File: src/logic/ums_pkg.sv
// package: constants and carrier types of the uart mode status view
// Functional notes
// - read-only five-bit status, chosen by three-bit selector
// - view 000 gives noise, 0, 0, newframe, mpbit
// - view 001 gives noise then four zeros
// - view 010 gives noise and break duration
// - view 100 gives waiting, collision, address class
// - view 101 gives waiting, null, nonnull, hit, mark
// - new frame set on first byte, read clears
// - last multiprocessor bit held, read clears
// - noise flag set on sample mismatch
// - break duration held, saturates at fifteen
// - address class codes 001 010 100 101
// - waiting and collision mirror status zero
// - null start flag cleared at frame end
// - nonnull start flag cleared at frame end
// - slave hit flag cleared at frame end
// - mark-break bit follows line condition
// - selector in bits 7 to 5 chooses view
// - byte waiting set on receive, read clears
package ums_pkg;
   // ==========================================
   // register map
   localparam logic [1:0] ADDR_MODE = 2'h0;
   localparam logic [1:0] ADDR_IRQ_STAT = 2'h1;
   localparam logic [1:0] ADDR_IRQ_MASK = 2'h2;
   localparam logic [1:0] ADDR_RXDATA = 2'h3;
   localparam int SEL_LSB = 5;
   localparam logic [7:0] RESET_BYTE = 8'h00;
   // ==========================================
   // views
   localparam logic [2:0] VIEW_MP = 3'h0;
   localparam logic [2:0] VIEW_NOISE = 3'h1;
   localparam logic [2:0] VIEW_LIN = 3'h2;
   localparam logic [2:0] VIEW_DALI = 3'h4;
   localparam logic [2:0] VIEW_DMX = 3'h5;
   localparam logic [3:0] BREAK_MAX = 4'hF;
   localparam logic [2:0] ADDR_SHORT = 3'h1;
   localparam logic [2:0] ADDR_GROUP = 3'h2;
   localparam logic [2:0] ADDR_BCAST = 3'h4;
   localparam logic [2:0] ADDR_SPECIAL = 3'h5;
   // ==========================================
   // receiver event carrier
   typedef struct packed {
      logic byteDone;      // byte landed in data register
      logic [7:0] byteData; // received byte
      logic firstOfFrame;  // byte starts a frame
      logic mpBit;         // multiprocessor bit of byte
      logic noiseHit;      // filter sample mismatch
      logic breakTick;     // one bit time of break elapsed
      logic breakEnd;      // break over
      logic collision;     // dali collision
      logic addrValid;     // address class known
      logic [2:0] addrCode; // address class code
      logic nullStart;     // dmx null start code
      logic nonNullStart;  // dmx other start code
      logic slaveHit;      // dmx slave address match
      logic frameEnd;      // frame reception over
   } ums_rx_type;
endpackage

File: src/logic/ums_mode_status.sv
// module: uart mode status view with register port and interrupt
//
// Strobed register access and the address map were decided locally.
`timescale 1ns/10ps
`default_nettype none
module ums_mode_status (
   // clock and reset
   input wire logic sys_clk,
   input wire logic resetn,
   // register port
   input wire logic [1:0] regAddr,
   input wire logic [7:0] regWdata,
   input wire logic regWr,
   input wire logic regRd,
   output logic [7:0] regRdata,
   // receiver events
   input wire ums_pkg::ums_rx_type rxEvt,
   // mark-break line condition, asynchronous
   input wire logic markBreakPin,
   // interrupt
   output logic irq
);
   // ==========================================
   // state
   logic [2:0] viewSel_q;     // selector
   logic newFrame_q;          // new frame flag
   logic mpBit_q;             // last multiprocessor bit
   logic noise_q;             // noise event
   logic [3:0] brkCnt_q;      // running break count
   logic [3:0] brkDur_q;      // held break duration
   logic waiting_q;           // byte waiting
   logic [7:0] rxData_q;      // receive data
   logic collision_q;         // collision flag
   logic [2:0] addrClass_q;   // address class
   logic nullSt_q;            // null start seen
   logic nonNullSt_q;         // nonnull start seen
   logic slvHit_q;            // slave address hit
   logic [2:0] mbSync_q;      // mark-break synchroniser
   logic markBreak_q;         // filtered mark-break
   logic [4:0] irqStat_q;     // sticky events
   logic [4:0] irqMask_q;     // interrupt mask
   logic [7:0] regRdata_q;    // read data
   logic irq_q;               // interrupt level
   logic [4:0] mode_status_field;      // muxed status field
   logic rdData;              // data register read
   logic rdStat;              // status register read
   logic [4:0] irqEvt;        // event pulses
   logic [4:0] irqStat_d; // next sticky events
   logic [4:0] irqMask_d; // next interrupt mask

   assign rdData = regRd && (regAddr == ums_pkg::ADDR_RXDATA);
   assign rdStat = regRd && (regAddr == ums_pkg::ADDR_IRQ_STAT);
   assign irqEvt = {rxEvt.byteDone, rxEvt.breakEnd, rxEvt.collision,
                    rxEvt.noiseHit, rxEvt.frameEnd};

   // ==========================================
   // selector write
   always_ff @(posedge sys_clk) begin
      if (!resetn) begin
         viewSel_q <= 3'h0;
      end else if (regWr && regAddr == ums_pkg::ADDR_MODE) begin
         viewSel_q <= regWdata[7:ums_pkg::SEL_LSB];
      end
   end

   // ==========================================
   // data register and byte waiting; set wins over read
   always_ff @(posedge sys_clk) begin
      if (!resetn) begin
         waiting_q <= 1'b0;
         rxData_q <= ums_pkg::RESET_BYTE;
      end else if (rxEvt.byteDone) begin
         waiting_q <= 1'b1;
         rxData_q <= rxEvt.byteData;
      end else if (rdData) begin
         waiting_q <= 1'b0;
      end
   end

   // ==========================================
   // new frame and multiprocessor bit
   always_ff @(posedge sys_clk) begin
      if (!resetn) begin
         newFrame_q <= 1'b0;
         mpBit_q <= 1'b0;
      end else if (rxEvt.byteDone) begin
         newFrame_q <= rxEvt.firstOfFrame;
         mpBit_q <= rxEvt.mpBit;
      end else if (rdData) begin
         newFrame_q <= 1'b0;
         mpBit_q <= 1'b0;
      end
   end

   // ==========================================
   // noise event, cleared by data read, set wins
   always_ff @(posedge sys_clk) begin
      if (!resetn) begin
         noise_q <= 1'b0;
      end else if (rxEvt.noiseHit) begin
         noise_q <= 1'b1;
      end else if (rdData) begin
         noise_q <= 1'b0;
      end
   end

   // ==========================================
   // break length, saturating
   always_ff @(posedge sys_clk) begin
      if (!resetn) begin
         brkCnt_q <= 4'h0;
         brkDur_q <= 4'h0;
      end else if (rxEvt.breakEnd) begin
         brkDur_q <= brkCnt_q;
         brkCnt_q <= 4'h0;
      end else if (rxEvt.breakTick && brkCnt_q != ums_pkg::BREAK_MAX) begin
         brkCnt_q <= brkCnt_q + 4'h1;
      end
   end

   // ==========================================
   // dali collision and address class
   always_ff @(posedge sys_clk) begin
      if (!resetn) begin
         collision_q <= 1'b0;
         addrClass_q <= 3'h0;
      end else begin
         if (rxEvt.collision) begin
            collision_q <= 1'b1;
         end else if (rdData) begin
            collision_q <= 1'b0;
         end
         if (rxEvt.addrValid) begin
            case (rxEvt.addrCode)
               ums_pkg::ADDR_SHORT,
               ums_pkg::ADDR_GROUP,
               ums_pkg::ADDR_BCAST: addrClass_q <= rxEvt.addrCode;
               default: addrClass_q <= ums_pkg::ADDR_SPECIAL;
            endcase
         end
      end
   end

   // ==========================================
   // dmx frame flags; detection wins over frame end
   always_ff @(posedge sys_clk) begin
      if (!resetn) begin
         nullSt_q <= 1'b0;
         nonNullSt_q <= 1'b0;
         slvHit_q <= 1'b0;
      end else begin
         if (rxEvt.nullStart) begin
            nullSt_q <= 1'b1;
         end else if (rxEvt.frameEnd) begin
            nullSt_q <= 1'b0;
         end
         if (rxEvt.nonNullStart) begin
            nonNullSt_q <= 1'b1;
         end else if (rxEvt.frameEnd) begin
            nonNullSt_q <= 1'b0;
         end
         if (rxEvt.slaveHit) begin
            slvHit_q <= 1'b1;
         end else if (rxEvt.frameEnd) begin
            slvHit_q <= 1'b0;
         end
      end
   end

   // ==========================================
   // mark-break synchroniser, change taken when stages 2 and 3 agree
   always_ff @(posedge sys_clk) begin
      if (!resetn) begin
         mbSync_q <= 3'h0;
         markBreak_q <= 1'b0;
      end else begin
         mbSync_q <= {mbSync_q[1:0], markBreakPin};
         if (mbSync_q[1] == mbSync_q[2]) begin
            markBreak_q <= mbSync_q[2];
         end
      end
   end

   // ==========================================
   // view multiplexer
   always_comb begin
      case (viewSel_q)
         ums_pkg::VIEW_MP:
            mode_status_field = {noise_q, 2'h0, newFrame_q, mpBit_q};
         ums_pkg::VIEW_NOISE:
            mode_status_field = {noise_q, 4'h0};
         ums_pkg::VIEW_LIN:
            mode_status_field = {noise_q, brkDur_q};
         ums_pkg::VIEW_DALI:
            mode_status_field = {waiting_q, collision_q, addrClass_q};
         ums_pkg::VIEW_DMX:
            mode_status_field = {waiting_q, nullSt_q, nonNullSt_q, slvHit_q,
                        markBreak_q};
         default:
            mode_status_field = 5'h00;
      endcase
   end

   // ==========================================
   // interrupt next state; a new event beats a clearing read, and
   // the level uses the next mask so that a mask write takes effect
   // on the same edge as the status bits it covers
   always_comb begin
      irqStat_d = rdStat ? 5'h00 : irqStat_q; // read clears
      irqStat_d = irqStat_d | irqEvt; // set wins
      irqMask_d = irqMask_q; // hold by default
      if (regWr && regAddr == ums_pkg::ADDR_IRQ_MASK) begin
         irqMask_d = regWdata[4:0]; // mask write
      end
   end

   // interrupt status, mask and level registers
   always_ff @(posedge sys_clk) begin
      if (!resetn) begin
         irqStat_q <= 5'h00;
         irqMask_q <= 5'h00;
         irq_q <= 1'b0;
      end else begin
         irqStat_q <= irqStat_d;
         irqMask_q <= irqMask_d;
         irq_q <= |(irqStat_d & irqMask_d); // level of unmasked bits
      end
   end

   // ==========================================
   // read data, one cycle after read strobe, zero otherwise
   always_ff @(posedge sys_clk) begin
      if (!resetn) begin
         regRdata_q <= 8'h00;
      end else if (regRd) begin
         case (regAddr)
            ums_pkg::ADDR_MODE: regRdata_q <= {viewSel_q, mode_status_field};
            ums_pkg::ADDR_IRQ_STAT: regRdata_q <= {3'h0, irqStat_q};
            ums_pkg::ADDR_IRQ_MASK: regRdata_q <= {3'h0, irqMask_q};
            ums_pkg::ADDR_RXDATA: regRdata_q <= rxData_q;
            default: regRdata_q <= 8'h00;
         endcase
      end else begin
         regRdata_q <= 8'h00;
      end
   end

   assign regRdata = regRdata_q;
   assign irq = irq_q;

   // ==========================================
   // checks
   a_reserved_zero: assert property (
      @(posedge sys_clk) disable iff (!resetn)
      (viewSel_q == 3'h3 || viewSel_q[2:1] == 2'h3) |-> mode_status_field == 5'h00)
      else $error("reserved view not zero");
   a_wait_set: assert property (
      @(posedge sys_clk) disable iff (!resetn)
      rxEvt.byteDone |=> waiting_q)
      else $error("byte waiting not set");
   a_wait_clear: assert property (
      @(posedge sys_clk) disable iff (!resetn)
      (rdData && !rxEvt.byteDone) |=> !waiting_q && !newFrame_q && !mpBit_q)
      else $error("data read did not clear flags");
   a_mp_hold: assert property (
      @(posedge sys_clk) disable iff (!resetn)
      rxEvt.byteDone |=> mpBit_q == $past(rxEvt.mpBit))
      else $error("mp bit not captured");
   a_noise_set: assert property (
      @(posedge sys_clk) disable iff (!resetn)
      rxEvt.noiseHit |=> noise_q)
      else $error("noise not flagged");
   a_break_sat: assert property (
      @(posedge sys_clk) disable iff (!resetn)
      (brkCnt_q == ums_pkg::BREAK_MAX && rxEvt.breakTick && !rxEvt.breakEnd)
      |=> brkCnt_q == ums_pkg::BREAK_MAX)
      else $error("break count wrapped");
   a_null_clear: assert property (
      @(posedge sys_clk) disable iff (!resetn)
      (rxEvt.frameEnd && !rxEvt.nullStart) |=> !nullSt_q)
      else $error("null start not cleared");
   a_hit_set: assert property (
      @(posedge sys_clk) disable iff (!resetn)
      rxEvt.slaveHit |=> slvHit_q ##0 (viewSel_q != 3'h5 || mode_status_field[1]))
      else $error("slave hit lost");
   a_view_sel: assert property (
      @(posedge sys_clk) disable iff (!resetn)
      (regWr && regAddr == 2'h0) |=> viewSel_q == $past(regWdata[7:5]))
      else $error("selector not written");
   a_dali_view: assert property (
      @(posedge sys_clk) disable iff (!resetn)
      viewSel_q == 3'h4 |-> mode_status_field[4:3] == {waiting_q, collision_q})
      else $error("dali view mismatch");
   a_mode_read: assert property (
      @(posedge sys_clk) disable iff (!resetn)
      (regRd && regAddr == ums_pkg::ADDR_MODE)
      |=> regRdata_q == {$past(viewSel_q), $past(mode_status_field)})
      else $error("mode read data wrong");
   a_mp_view: assert property (
      @(posedge sys_clk) disable iff (!resetn)
      viewSel_q == ums_pkg::VIEW_MP
      |-> mode_status_field == {noise_q, 2'h0, newFrame_q, mpBit_q})
      else $error("multiprocessor view wrong");
   a_noise_view: assert property (
      @(posedge sys_clk) disable iff (!resetn)
      viewSel_q == ums_pkg::VIEW_NOISE |-> mode_status_field == {noise_q, 4'h0})
      else $error("noise view wrong");
   a_lin_view: assert property (
      @(posedge sys_clk) disable iff (!resetn)
      viewSel_q == ums_pkg::VIEW_LIN |-> mode_status_field == {noise_q, brkDur_q})
      else $error("break view wrong");
   a_dmx_view: assert property (
      @(posedge sys_clk) disable iff (!resetn)
      viewSel_q == ums_pkg::VIEW_DMX
      |-> mode_status_field == {waiting_q, nullSt_q, nonNullSt_q, slvHit_q,
                       markBreak_q})
      else $error("dmx view wrong");
   a_new_frame: assert property (
      @(posedge sys_clk) disable iff (!resetn)
      rxEvt.byteDone |=> newFrame_q == $past(rxEvt.firstOfFrame))
      else $error("new frame not captured");
   a_break_hold: assert property (
      @(posedge sys_clk) disable iff (!resetn)
      rxEvt.breakEnd |=> brkDur_q == $past(brkCnt_q) && brkCnt_q == 4'h0)
      else $error("break length not held");
   a_addr_class: assert property (
      @(posedge sys_clk) disable iff (!resetn)
      rxEvt.addrValid |=> addrClass_q == ums_pkg::ADDR_SHORT
         || addrClass_q == ums_pkg::ADDR_GROUP
         || addrClass_q == ums_pkg::ADDR_BCAST
         || addrClass_q == ums_pkg::ADDR_SPECIAL)
      else $error("address class code reserved");
   a_collision_flag_set: assert property (
      @(posedge sys_clk) disable iff (!resetn)
      rxEvt.collision |=> collision_q)
      else $error("collision not flagged");
   a_nonnull_clear: assert property (
      @(posedge sys_clk) disable iff (!resetn)
      (rxEvt.frameEnd && !rxEvt.nonNullStart) |=> !nonNullSt_q)
      else $error("nonnull start not cleared");
   a_mark_follow: assert property (
      @(posedge sys_clk) disable iff (!resetn)
      mbSync_q[1] == mbSync_q[2] |=> markBreak_q == $past(mbSync_q[2]))
      else $error("mark-break not followed");
   a_irq_level: assert property (
      @(posedge sys_clk) disable iff (!resetn)
      irq_q == |(irqStat_q & irqMask_q))
      else $error("interrupt level wrong");
   a_rdata_idle: assert property (
      @(posedge sys_clk) disable iff (!resetn)
      !regRd |=> regRdata_q == 8'h00)
      else $error("read data not idle");
endmodule
`default_nettype wire

File: config.mk
export PLATFORM = sky130hd
export DESIGN_NAME = ums_mode_status
export DESIGN_NICKNAME = d
export VERILOG_FILES = /design/src/logic/ums_pkg.sv /design/src/logic/ums_mode_status.sv
export SDC_FILE = /design/constraint.sdc
export NUM_CORES = 1
export LEC_CHECK = 0
export ABC_AREA = 1
export CAP_MARGIN = 15
export CORE_UTILIZATION = 63
export DETAILED_ROUTE_END_ITERATION = 10
export DONT_BUFFER_PORTS = 1
export PLACE_DENSITY = 0.76
export SETUP_SLACK_MARGIN = 0.15
export SYNTH_ARGS = -nofsm -noshare
export SYNTH_HDL_FRONTEND = slang
export SYNTH_SLANG_ARGS = --single-unit
File: constraint.sdc
create_clock -name sys_clk -period 1.7 [get_ports sys_clk]
set_input_delay 0.17 -clock sys_clk [delete_from_list [all_inputs] [get_ports sys_clk]]
set_output_delay 0.17 -clock sys_clk [all_outputs]
set_load 0.005 [all_outputs]
=== Word-level counts from Yosys, hierarchy flattened ===
Index checks and enable logic that the tools add are counted.

* Add/subtract/negate cells: 1
* Equality and inequality tests: 12
* Mux-type cells: 15
* Bitwise logic cells: 3
* Reduce and logical (&&, ||, !) cells: 17

{| class="wikitable"
|+ Operators by type and width
! cell !! count
|-
| 8-bit one-hot mux with 4 select lines || 1
|-
| 5-bit one-hot mux with 5 select lines || 1
|-
| 2-bit nonzero test || 6
|-
| 1-bit 2-to-1 mux || 10
|-
| 5-bit 2-to-1 mux || 2
|-
| 3-bit equality test (second input constant) || 3
|-
| 3-bit by 1-bit equality test with 1-bit output (second input constant) || 2
|-
| 3-bit by 2-bit equality test with 1-bit output (second input constant) || 2
|-
| 5-bit AND || 1
|-
| 1-bit logical AND || 5
|-
| 5-bit OR || 1
|-
| 5-bit OR reduction || 1
|-
| 4-bit by 1-bit adder with 4-bit output (second input constant) || 1
|-
| 2-bit equality test (second input constant) || 2
|-
| 4-bit != test (second input constant) || 1
|-
| 3-bit logical NOT || 1
|-
| 3-bit 2-to-1 mux || 1
|-
| 3-bit OR reduction || 1
|-
| 2-bit by 1-bit equality test with 1-bit output (second input constant) || 1
|-
| 2-bit logical NOT || 1
|-
| 2-bit AND reduction || 1
|-
| 2-bit OR reduction || 1
|-
| 1-bit equality test || 1
|-
| 1-bit NOT || 1
|}

* Register bits: 53
* Input bits: 38
* Output and inout bits: 9
* Logic and storage cells: 67

=== Logic depth before layout (Yosys ltp) ===
Gate-level depths: netlist of the first run.

* Depth after elaboration: 6
* Depth in mapped cells: 9
* Depth with buffers taken out: 8

=== Worst setup path before layout of the first run ===
Ideal clock, no wire load.

* Path kind: register -> register
* From: register brkCnt_q[0]
* To: register brkCnt_q[0]
* Library setup time: 0.070 ns
* Data arrival time: 1.073 ns
* Required time: 1.630 ns
* Slack: 0.557 ns
* Stages on the path, launching flop included: 6
* Path buffers: 0
* Period minus slack after synthesis: 1.143 ns
* Cell sequence: dfxtp_1 ha_1 nand3_1 nand2_1 or2_2 a21oi_1

* Word-level cells in the longest chain between the ends: 2
* Elaborated cells on any way between the ends: 3
* Those cells by class: add/sub (1); eq/ne (1); reduce/logical (1)

{| class="wikitable"
|+ RTL lines
! item !! RTL line !! source
|-
| from (decl) || ums_mode_status.sv:29 || <nowiki>logic [3:0] brkCnt_q;</nowiki>
|-
| from (signal assigned) || ums_mode_status.sv:117 || <nowiki>brkCnt_q <= brkCnt_q + 4'h1;</nowiki>
|-
| parallel branches: the longest is 2 deep, another holds 4-bit by 1-bit adder with 4-bit output || -- ||
|}

Parallel ways; which one is timed is not known.
A chain may end at the register's enable or synchronous reset.

==> results of run 1 <==
logic make-up after synthesis:
group           count (synthesis)
buf+inv                        31
simple gates                  148
flops                          53
compound gates                 63
fa+ha+maj                       1
layout make-up:
| type | instances | share of cell area [%] |
|---|---|---|
| Multi-Input combinational cell | 212 | 37.5 |
| Clock buffer | 7 | 2.15 |
| Timing Repair Buffer | 35 | 13.5 |
| Tap cell | 44 | 2.15 |
| Sequential cell | 53 | 41.5 |
| Inverter | 22 | 3.23 |
how the worst min path moves through the flow:
stage                     cells after the start           end         start
after detailed placement                      2   mbSync_q[0]  markBreakPin
final                                         2   rxData_q[3]     rxEvt[17]
after global placement                        2   mbSync_q[1]        resetn
after floorplan                               2   mbSync_q[0]  markBreakPin
after CTS                                     4  irqMask_q[4]   regWdata[4]
after global routing                          4  irqMask_q[4]   regWdata[4]
registers in the layout (all words and copies together), names as in the netlist, 3 cells and up:
| register | flops |
|---|---|
| regRdata | 8 |
| rxData_q | 8 |
| irqMask_q | 5 |
| irqStat_q | 5 |
| brkCnt_q | 4 |
| brkDur_q | 4 |
| addrClass_q | 3 |
| mbSync_q | 3 |
| viewSel_q | 3 |
through the flow:
stage / setup WS, ns / cell area (µm²)
after floorplan: 0.557 / 2150
after global placement: 0.489 / 2180
after detailed placement: 0.479 / 2180
after CTS: 0.203 / 2550
after global routing: 0.201 / 2560
final: 0.288 / 2560
cell usage after synthesis:
cell type	number
nand2_1	75
dfxtp_1	53
nor2_1	41
a21oi_1	39
o21ai_0	21
inv_1	20
nand3_1	13
nand4_1	11
clkbuf_1	4
buf_2	3
inv_2	2
nor2_2	2
nor3b_1	2
or2_2	2
a21o_1	1
a221oi_1	1
buf_4	1
buf_6	1
ha_1	1
nand3_2	1
nor3_1	1
o21ai_1	1
routing by layer:
layer	up-vias	wire length, µm	share of wire [%]	global-route usage, %
li1	1038	-	-	-
met1	946	2300	43	41.9
met2	114	2440	45	53.7
met3	20	493	9.2	8.53
met4	0	147	2.7	13.0
met5	-	0	0	0
worst reg2reg max path: stages, from the launching register on:
cell and delay (ns):
dfxtp_1 0.37, ha_1 0.24, nand3_1 0.08, nand2_1 0.10
or2_2 0.29, a21oi_1 0.12
what timing repair did:
item | CTS | global route
gates resized for setup | 0 | 1
endpoints found under the hold margin | 35 | 0
hold buffers | 32 | 0
setup endpoints to repair | 0 | 1
where the power goes:
group,switching [mW],leakage (nW),internal [mW]
clock network,0.356,0.0314,0.196
logic,0.150,0.631,0.113
registers,0.0400,0.436,1.30
total,0.546,1.10,1.61
==> impl_results.md, run 1 <==
- TNS Setup: 0 ns
- DR vias: 2118
- CP max FO: 3
- Global-route wire length before repair: between 8 and 9 mm
- Most common cell on crit path: dlygate4sd3_1
- Area contributors post-synth: dfxtp_1, nand2_1, a21oi_1
- Final core utilization: 81.1%
- Synth Area in XOR/XNOR: 0%
- # rows: 20
- RSZ-0062 raised after global routing: false
- Vias in the first global route: 2036
- Final Skew: 0.00809 ns
- Main combinational cell family by area after synthesis: simple AND/OR/NAND/NOR gates
- Die ar.: 0.00365 mm²
- Setup Fix Bufs, Post-CTS: 0
- Critical setup path kind: in2reg
- N_diodes: 0
- Syn Area/Cell: between 7 and 8 µm²
- Worst-Margin Slew: 0.667 ns
- Mux contribution to synthesized area: 0%
- Layout cells sized above 1: 4.86%
- Hpwl dp: 3.36 mm
- ANT nets after route: 0
- Pin count of the biggest net entering global routing: 22
- Worst r2r path cells: 5
- Yosys reg bits: between 50 and 60
- Die Y: 60.4 µm
- Max-cap viol count: 0
- Fill cells: 245
- Post-Syn Instances: 296
- # clock sinks: 53
- Clock latency on the worst-skew pair: 0.36 ns
- Total track usage: 32.9%
- Hold Path Class: in2reg
- Worst EP required: around 2.0 ns
- Crit path max-delay family: buffers and inverters
- Synth Area in Compound Gates: between 10% and 20%
- Fmax achieved: 0.708 GHz
- YS warnings: 0
- Total chip power: 2.16 mW
- Top cell type by total area after synthesis: dfxtp_1
- Post-Syn Nets: 335
- DRC violations left: 0
- R2R Path Start: brkCnt_q[0]
- WP depth: 6
- Maximum clock insertion buffer count: 2
- Final setup violation count: 0
- Worst setup startpoint: rxEvt[7]
- Fin. max-slew vios: 0
- H-tree Lvls: 2
- Cell area after synthesis: 0.00215 mm²
- DR vias/cell: 5.68
- TritonRoute pass-1 iters: 5
- Gr ovfl total: 0
- Initial antenna violation count: 0
- Critical path buffers and inverters: 3
- Register area share after synthesis: 49.3%
- Post-layout nets: 368
- Max incr delay on CP: 0.58 ns
- Clk slew on worst S/H paths: 0.13 ns
- Pleak: 1.10 nW
- Starting DRT DRC Count: 199
- Cell Count, Final, Fillers Out: 373
- Pwr dens: 845 mW/mm²
- Chip width: 60.4 µm
- Synth top area share: 49.3%
- CP endpoint kind: flop
- Leading cell types in the layout, fill and taps excluded: nand2_1, dfxtp_1, nor2_1
- Critical path data arrival time: 1.71 ns
- Most common cell after layout, fill and taps aside: nand2_1
- Final period util: 83.1%
- Final WL: 5.39 mm
- CP endpoint: addrClass_q[1]
- Slowest CP cell: dlygate4sd3_1
- Setup slack, reg-to-reg: around 0.44 ns
- Peak supply drop: just under 0.7 mV
- Area of the multi-input gates: roughly 960 µm²
- Synth Area in Simple Gates: 29.0%
- Final Hold Viols: 0
- CP Cell Sequence: dlygate4sd3_1, inv_1, nor2_1, nand3_1, dlygate4sd3_1, a21oi_1
- Smallest hold slack: 0.0278 ns
- Outcome: finished, final reports clean
- Effective utilization at floorplan: ~70%
- GPL Wtd Cong: 0.858
- Port bufs: 0
- Synth Area in Adders: less than 1%
- Routed WL per cell: 14.4 µm
- I/O pin total: 47
- TritonCTS clock tree: yes
- CTS Buf Count: 5
- Area Growth Syn to Fin: 18.9%
- Dpl cells: 334
- RR Endpoint: brkCnt_q[0]
- Nature of the critical path startpoint: primary input
- Area occupied by registers: roughly 0.0011 mm²
- Worst rel slew slack: 55.5%
- Core area: 0.00315 mm²
- CTS root buf: clkbuf_4
- Min Tclk post-route: 1.41 ns
- Synth cell types: 22
No activity file was read; power rests on OpenSTA's default activity.
==> run 2, diff against run 1 <==
--- a/config.mk
+++ b/config.mk
@@ -7,10 +7,10 @@
 export LEC_CHECK = 0
 export ABC_AREA = 1
 export CAP_MARGIN = 15
-export CORE_UTILIZATION = 63
+export CORE_UTILIZATION = 61
 export DETAILED_ROUTE_END_ITERATION = 10
 export DONT_BUFFER_PORTS = 1
-export PLACE_DENSITY = 0.76
+export PLACE_DENSITY = 0.74
 export SETUP_SLACK_MARGIN = 0.15
 export SYNTH_ARGS = -nofsm -noshare
 export SYNTH_HDL_FRONTEND = slang
==> constraint.sdc (replaced) <==
create_clock -name sys_clk -period 1.5 [get_ports sys_clk]
set_input_delay 0.15 -clock sys_clk [delete_from_list [all_inputs] [get_ports sys_clk]]
set_output_delay 0.15 -clock sys_clk [all_outputs]
set_load 0.005 [all_outputs]
==> run 2 against run 1 <==
  * Sequential power is 13% higher
  * Core utilization fell by 3.9 points
  * Global-route usage fell by 3.9 points
  * Design area is 1.6% higher
  * Clock power rose by 15%
==> impl_results.md, run 2 (synthesis results as in run 1) <==
- Worst r2r path cells: 5
- WL met2: between 2 and 2.5 mm
- Most common cell after layout, fill and taps aside: nand2_1
- Post-layout nets: 372
- Fill cells: 275
- Setup slack, reg-to-reg: 0.25 ns
- Worst hold path stage count: 4
- CP max FO: 7
- Gr ovfl total: 0
- CP Cell Sequence: dlygate4sd3_1, nand4_1, dlygate4sd3_1, a21oi_1
- DR vias: 2062
- DRC violations left: 0
- DR top layer: met4
- Area Growth Syn to Fin: 20.8%
- TritonRoute pass-1 iters: 4
- Pwr dens: 946 mW/mm²
- R2R Path Start: brkCnt_q[0]
- N_diodes: 0
- Max-cap viol count: 0
- Met3 routed WL: 212 µm
- Pleak: 1.12 nW
- RR Endpoint: brkCnt_q[0]
- # rows: 21
- Critical setup path kind: in2reg
- H-tree Lvls: 2
- Leading cell types in the layout, fill and taps excluded: nand2_1, dfxtp_1, nor2_1
- # clock sinks: 53
- CTS Buf Count: 5
- Final period util: between 80% and 90%
- Peak supply drop: 0.751 mV
- Final WL: 5.05 mm
- Slowest CP cell: dlygate4sd3_1
- Core area: roughly 0.0034 mm²
- Total track usage: 29.0%
- Total chip power: 2.46 mW
- Die Y: 61.4 µm
- TNS Setup: 0 ns
- Critical path buffers and inverters: 2
- Dpl cells: between 300 and 400
- Clock latency on the worst-skew pair: 0.36 ns
- GPL Wtd Cong: 0.945
- ANT nets after route: 0
- Vias in the first global route: 1776
- Effective utilization at floorplan: a little under two thirds
- TritonCTS clock tree: yes
- I/O pin total: 47
- DRT met1 WL: between 2 and 2.5 mm
- Maximum clock insertion buffer count: 2
- Routed WL per cell: 13.3 µm
- Crit path max-delay family: buffers and inverters
- Worst rel slew slack: 55.8%
- Hold Path Class: in2reg
- Max incr delay on CP: roughly 0.61 ns
- RSZ-0062 raised after global routing: true
- Min Tclk post-route: roughly 1.3 ns
- CTS root buf: clkbuf_4
- Starting DRT DRC Count: about 150
- Worst-Margin Slew: roughly 0.66 ns
- Cell Count, Final, Fillers Out: approximately 380
- Final Skew: about 0.0055 ns
- Initial antenna violation count: 0
- Layout cells sized above 1: around 6.0%
- CP endpoint kind: flop
- Critical path data arrival time: 1.60 ns
- Port bufs: 0
- Smallest hold slack: 0.00560 ns
- Most common cell on crit path: dlygate4sd3_1
- Outcome: finished, final reports clean
- Hold Path End: irqMask_q[4]
- Hpwl dp: 3.27 mm
- Place WS: 0.270 ns
- Final setup violation count: 0
- Global-route wire length before repair: 7.88 mm
- Pin count of the biggest net entering global routing: 22
- Final Hold Viols: 0
- Worst Hold Launch: regWdata[4]
- Nature of the critical path startpoint: primary input
- Fin. max-slew vios: 0
- Worst EP required: 1.81 ns
- Clk slew on worst S/H paths: 0.14 ns
- DR vias/cell: 5.44
- Chip width: 61.4 µm
- Die ar.: 0.00377 mm²
- Worst setup slack after layout: around 0.21 ns
- Fmax achieved: between 0.7 and 0.8 GHz
[run 2: report_power, final]
part           leakage (nW)  internal [mW]  total [mW]  switching (mW)
Clock                0.0314          0.222       0.634           0.412
Sequential            0.437           1.48        1.52          0.0428
Combinational         0.653          0.136       0.301           0.165
Total                  1.12           1.84        2.46           0.620
[run 2: tightest hold or removal path: stages]
cell and delay (ns):
inv_1 0.03, o21ai_1 0.08, inv_1 0.05, nor2_1 0.03
[run 2: final cells by class]
cell class,count,area [µm²],area share (%)
Multi-Input combinational cell,212,958,36.9
Clock buffer,7,55.1,2.12
Tap cell,46,57.6,2.22
Timing Repair Buffer,39,380,14.6
Sequential cell,53,1060,40.9
Inverter,22,82.6,3.18
[run 2: worst max path at each step]
stage / from / endpoint / slack, ns / cells past startpoint
final: regAddr[1] / irqMask_q[1] / 0.21 / 4
after global routing: brkCnt_q[1] / brkCnt_q[0] / 0.14 / 5
after CTS: rxEvt[22] / newFrame_q / 0.20 / 4
after detailed placement: brkCnt_q[0] / brkCnt_q[0] / 0.27 / 5
after global placement: brkCnt_q[0] / brkCnt_q[0] / 0.31 / 5
after floorplan: brkCnt_q[0] / brkCnt_q[0] / 0.36 / 5
[run 2: metal layers]
metal,GRT usage (%),vias to the layer above
met5,0,-
met4,9.84,0
met3,6.51,9
met2,46.7,60
met1,38.7,946
li1,-,1047
[run 2: repair_timing]
item / 4_1_cts / 5_1_grt
endpoints found under the hold margin: 39 / 0
hold buffers: 34 / 0
setup endpoints to repair: 0 / 4
resized for setup: 0 / 3
setup buffers: 0 / 0
[run 2: stage by stage]
step	instance area, µm²	utilization [%]
3_5_place_dp	2200	65.3
2_1_floorplan	2150	-
6_report	2600	77.2
4_1_cts	2590	77.1
3_3_place_gp	2200	65.3
5_1_grt	2600	77.2
==> run 3, diff against run 2 <==
--- a/config.mk
+++ b/config.mk
@@ -7,10 +7,11 @@
 export LEC_CHECK = 0
 export ABC_AREA = 1
 export CAP_MARGIN = 15
-export CORE_UTILIZATION = 61
+export CORE_UTILIZATION = 63
+export CTS_BUF_LIST = sky130_fd_sc_hd__clkbuf_8
 export DETAILED_ROUTE_END_ITERATION = 10
 export DONT_BUFFER_PORTS = 1
-export PLACE_DENSITY = 0.74
+export PLACE_DENSITY = 0.76
 export SETUP_SLACK_MARGIN = 0.15
 export SYNTH_ARGS = -nofsm -noshare
 export SYNTH_HDL_FRONTEND = slang
==> run 3 against run 2 <==
  * The run now ends with hold timing left
  * Global-route usage rose by 1.6 points
  * Power rose by 4.1%
  * Critical path type unchanged
  * Critical endpoint is now mpBit_q
  * Clock power rose by 22%
  * Clock skew rose by 0.0014 ns
==> impl_results.md, run 3 (synthesis results as in run 1) <==
- Area Growth Syn to Fin: 13.6%
- Post-Place Cell Area: 0.00219 mm²
- DR vias/cell: 5.50
- Worst EP required: 1.74 ns
- Post-layout nets: 354
- Setup slack, reg-to-reg: 0.26 ns
- Total chip power: 2.56 mW
- Nature of the critical path startpoint: primary input
- Worst-Margin Slew: 0.571 ns
- Port bufs: 0
- Clk slew on worst S/H paths: 0.09 ns
- Area occupied by registers: 0.00106 mm²
- Final Cell Area: 0.00244 mm²
- Worst setup slack after layout: 0.240 ns
- # clock sinks: 53
- Final Skew: about 0.007 ns
- Most common cell after layout, fill and taps aside: nand2_1
- Routed WL per cell: between 10 and 15 µm
- Max-cap viol count: 0
- Pin count of the biggest net entering global routing: 20
- I/O pin total: 47
- Gr ovfl total: 0
- Global-route wire length before repair: around 8 mm
- GPL Wtd Cong: 0.908
- Worst r2r path cells: 6
- TritonCTS clock tree: yes
- # rows: 20
- Starting DRT DRC Count: 147
- R2R Path Start: viewSel_q[2]
- Hold Path End: brkDur_q[0]
- N_diodes: 0
- RR Endpoint: regRdata[3]
- CTS root buf: clkbuf_8
- Maximum clock insertion buffer count: 2
- Place WS: 0.246 ns
- Fill cells: 236
- DRC violations left: 0
- TNS Setup: 0 ns
- Vias in the first global route: 1737
- Violated checks: hold timing
- Leading cell types in the layout, fill and taps excluded: nand2_1, dfxtp_1, nor2_1
- Fin. max-slew vios: 0
- ANT nets after route: 0
- Hpwl dp: 3.41 mm
- DR vias: 1980
- Worst hold path stage count: 2
- Die Y: between 60 and 70 µm
- Dpl cells: 335
- TritonRoute pass-1 iters: 4
- Die ar.: about 0.0037 mm²
- Worst Hold Launch: rxEvt[9]
- Core area: 0.00315 mm²
- Min Tclk post-route: roughly 1.3 ns
- Final period util: 84.0%
- Effective utilization at floorplan: roughly 68%
- Pwr dens: ~1000 mW/mm²
- Total track usage: 30.6%
- H-tree Lvls: 2
- Layout cells sized above 1: 6.33%
- Worst rel slew slack: 61.8%
- Area of the multi-input gates: 958 µm²
- Critical setup path kind: in2reg
- Chip width: approximately 60 µm
- Final WL: 5.05 mm
- Initial antenna violation count: 0
- Smallest hold slack: -0.0000871 ns
- CP max FO: 8
- Critical path data arrival time: 1.50 ns
- Final Hold Viols: 1
- Pleak: roughly 1.1 nW
- CTS Buf Count: 5
- Cell Count, Final, Fillers Out: 360
- RSZ-0062 raised after global routing: true
- Final setup violation count: 0
- Outcome: complete, but fails checks
- Setup Fix Bufs, Post-CTS: 0
- Clock latency on the worst-skew pair: 0.31 ns
- Hold Path Class: in2reg
- Peak supply drop: 0.736 mV
- Final core utilization: 77.5%
- CP endpoint kind: flop
- Fmax achieved: 0.793 GHz
## run 3: cell types whose count changed in the layout (fill, tap and decap cells not counted), sizes merged
| cell | change |
|---|---|
| buf | -1 |
| clkbuf | -2 |
| clkinv | +2 |
| dlygate4sd3 | -16 |
| dlymetal6s4s | -1 |
| inv | +1 |
## run 3: critical path: stages
cell           delay (ns)
dlygate4sd3_1        0.60
nand2_1              0.06
dlygate4sd3_1        0.56
a21oi_1              0.14
## run 3: worst max-delay path by stage
stage,from,endpoint,slack [ns],cells past startpoint
2_1_floorplan,brkCnt_q[0],brkCnt_q[0],0.36,5
3_3_place_gp,brkCnt_q[0],brkCnt_q[0],0.32,5
3_5_place_dp,brkCnt_q[0],brkCnt_q[2],0.25,6
4_1_cts,brkCnt_q[0],brkCnt_q[2],0.23,6
5_1_grt,viewSel_q[2],regRdata[2],0.14,6
6_report,rxEvt[22],mpBit_q,0.24,4
## run 3: area by class of cell
class | count | share of cell area [%]
well taps | 44 | 2.25
clock inverters | 3 | 0.564
inverters | 22 | 3.38
clock buffers | 5 | 2.82
repair buffers | 21 | 8.20
flip-flops and latches | 53 | 43.5
multi-input cells | 212 | 39.2
## run 3: layer usage
metal | routed length [µm] | share of wire (%) | GRT usage [%] | up-vias
met2 | 2300 | 45 | 49.1 | 64
li1 | - | - | - | 1004
met3 | 315 | 6.2 | 8.53 | 8
met5 | 0 | 0 | 0 | -
met1 | 2370 | 47 | 40.2 | 904
met4 | 71 | 1.4 | 9.42 | 0
## run 3: power breakdown
part	total, mW	internal, mW	switching, mW	leakage (nW)
logic	0.262	0.108	0.154	0.577
registers	1.52	1.48	0.0429	0.437
clock network	0.775	0.318	0.457	0.0491
## run 3: repair_timing
action                                 CTS  global route
setup endpoints to repair                0             3
endpoints found under the hold margin   25             0
hold buffers                            17             0
resized for setup                        0             2
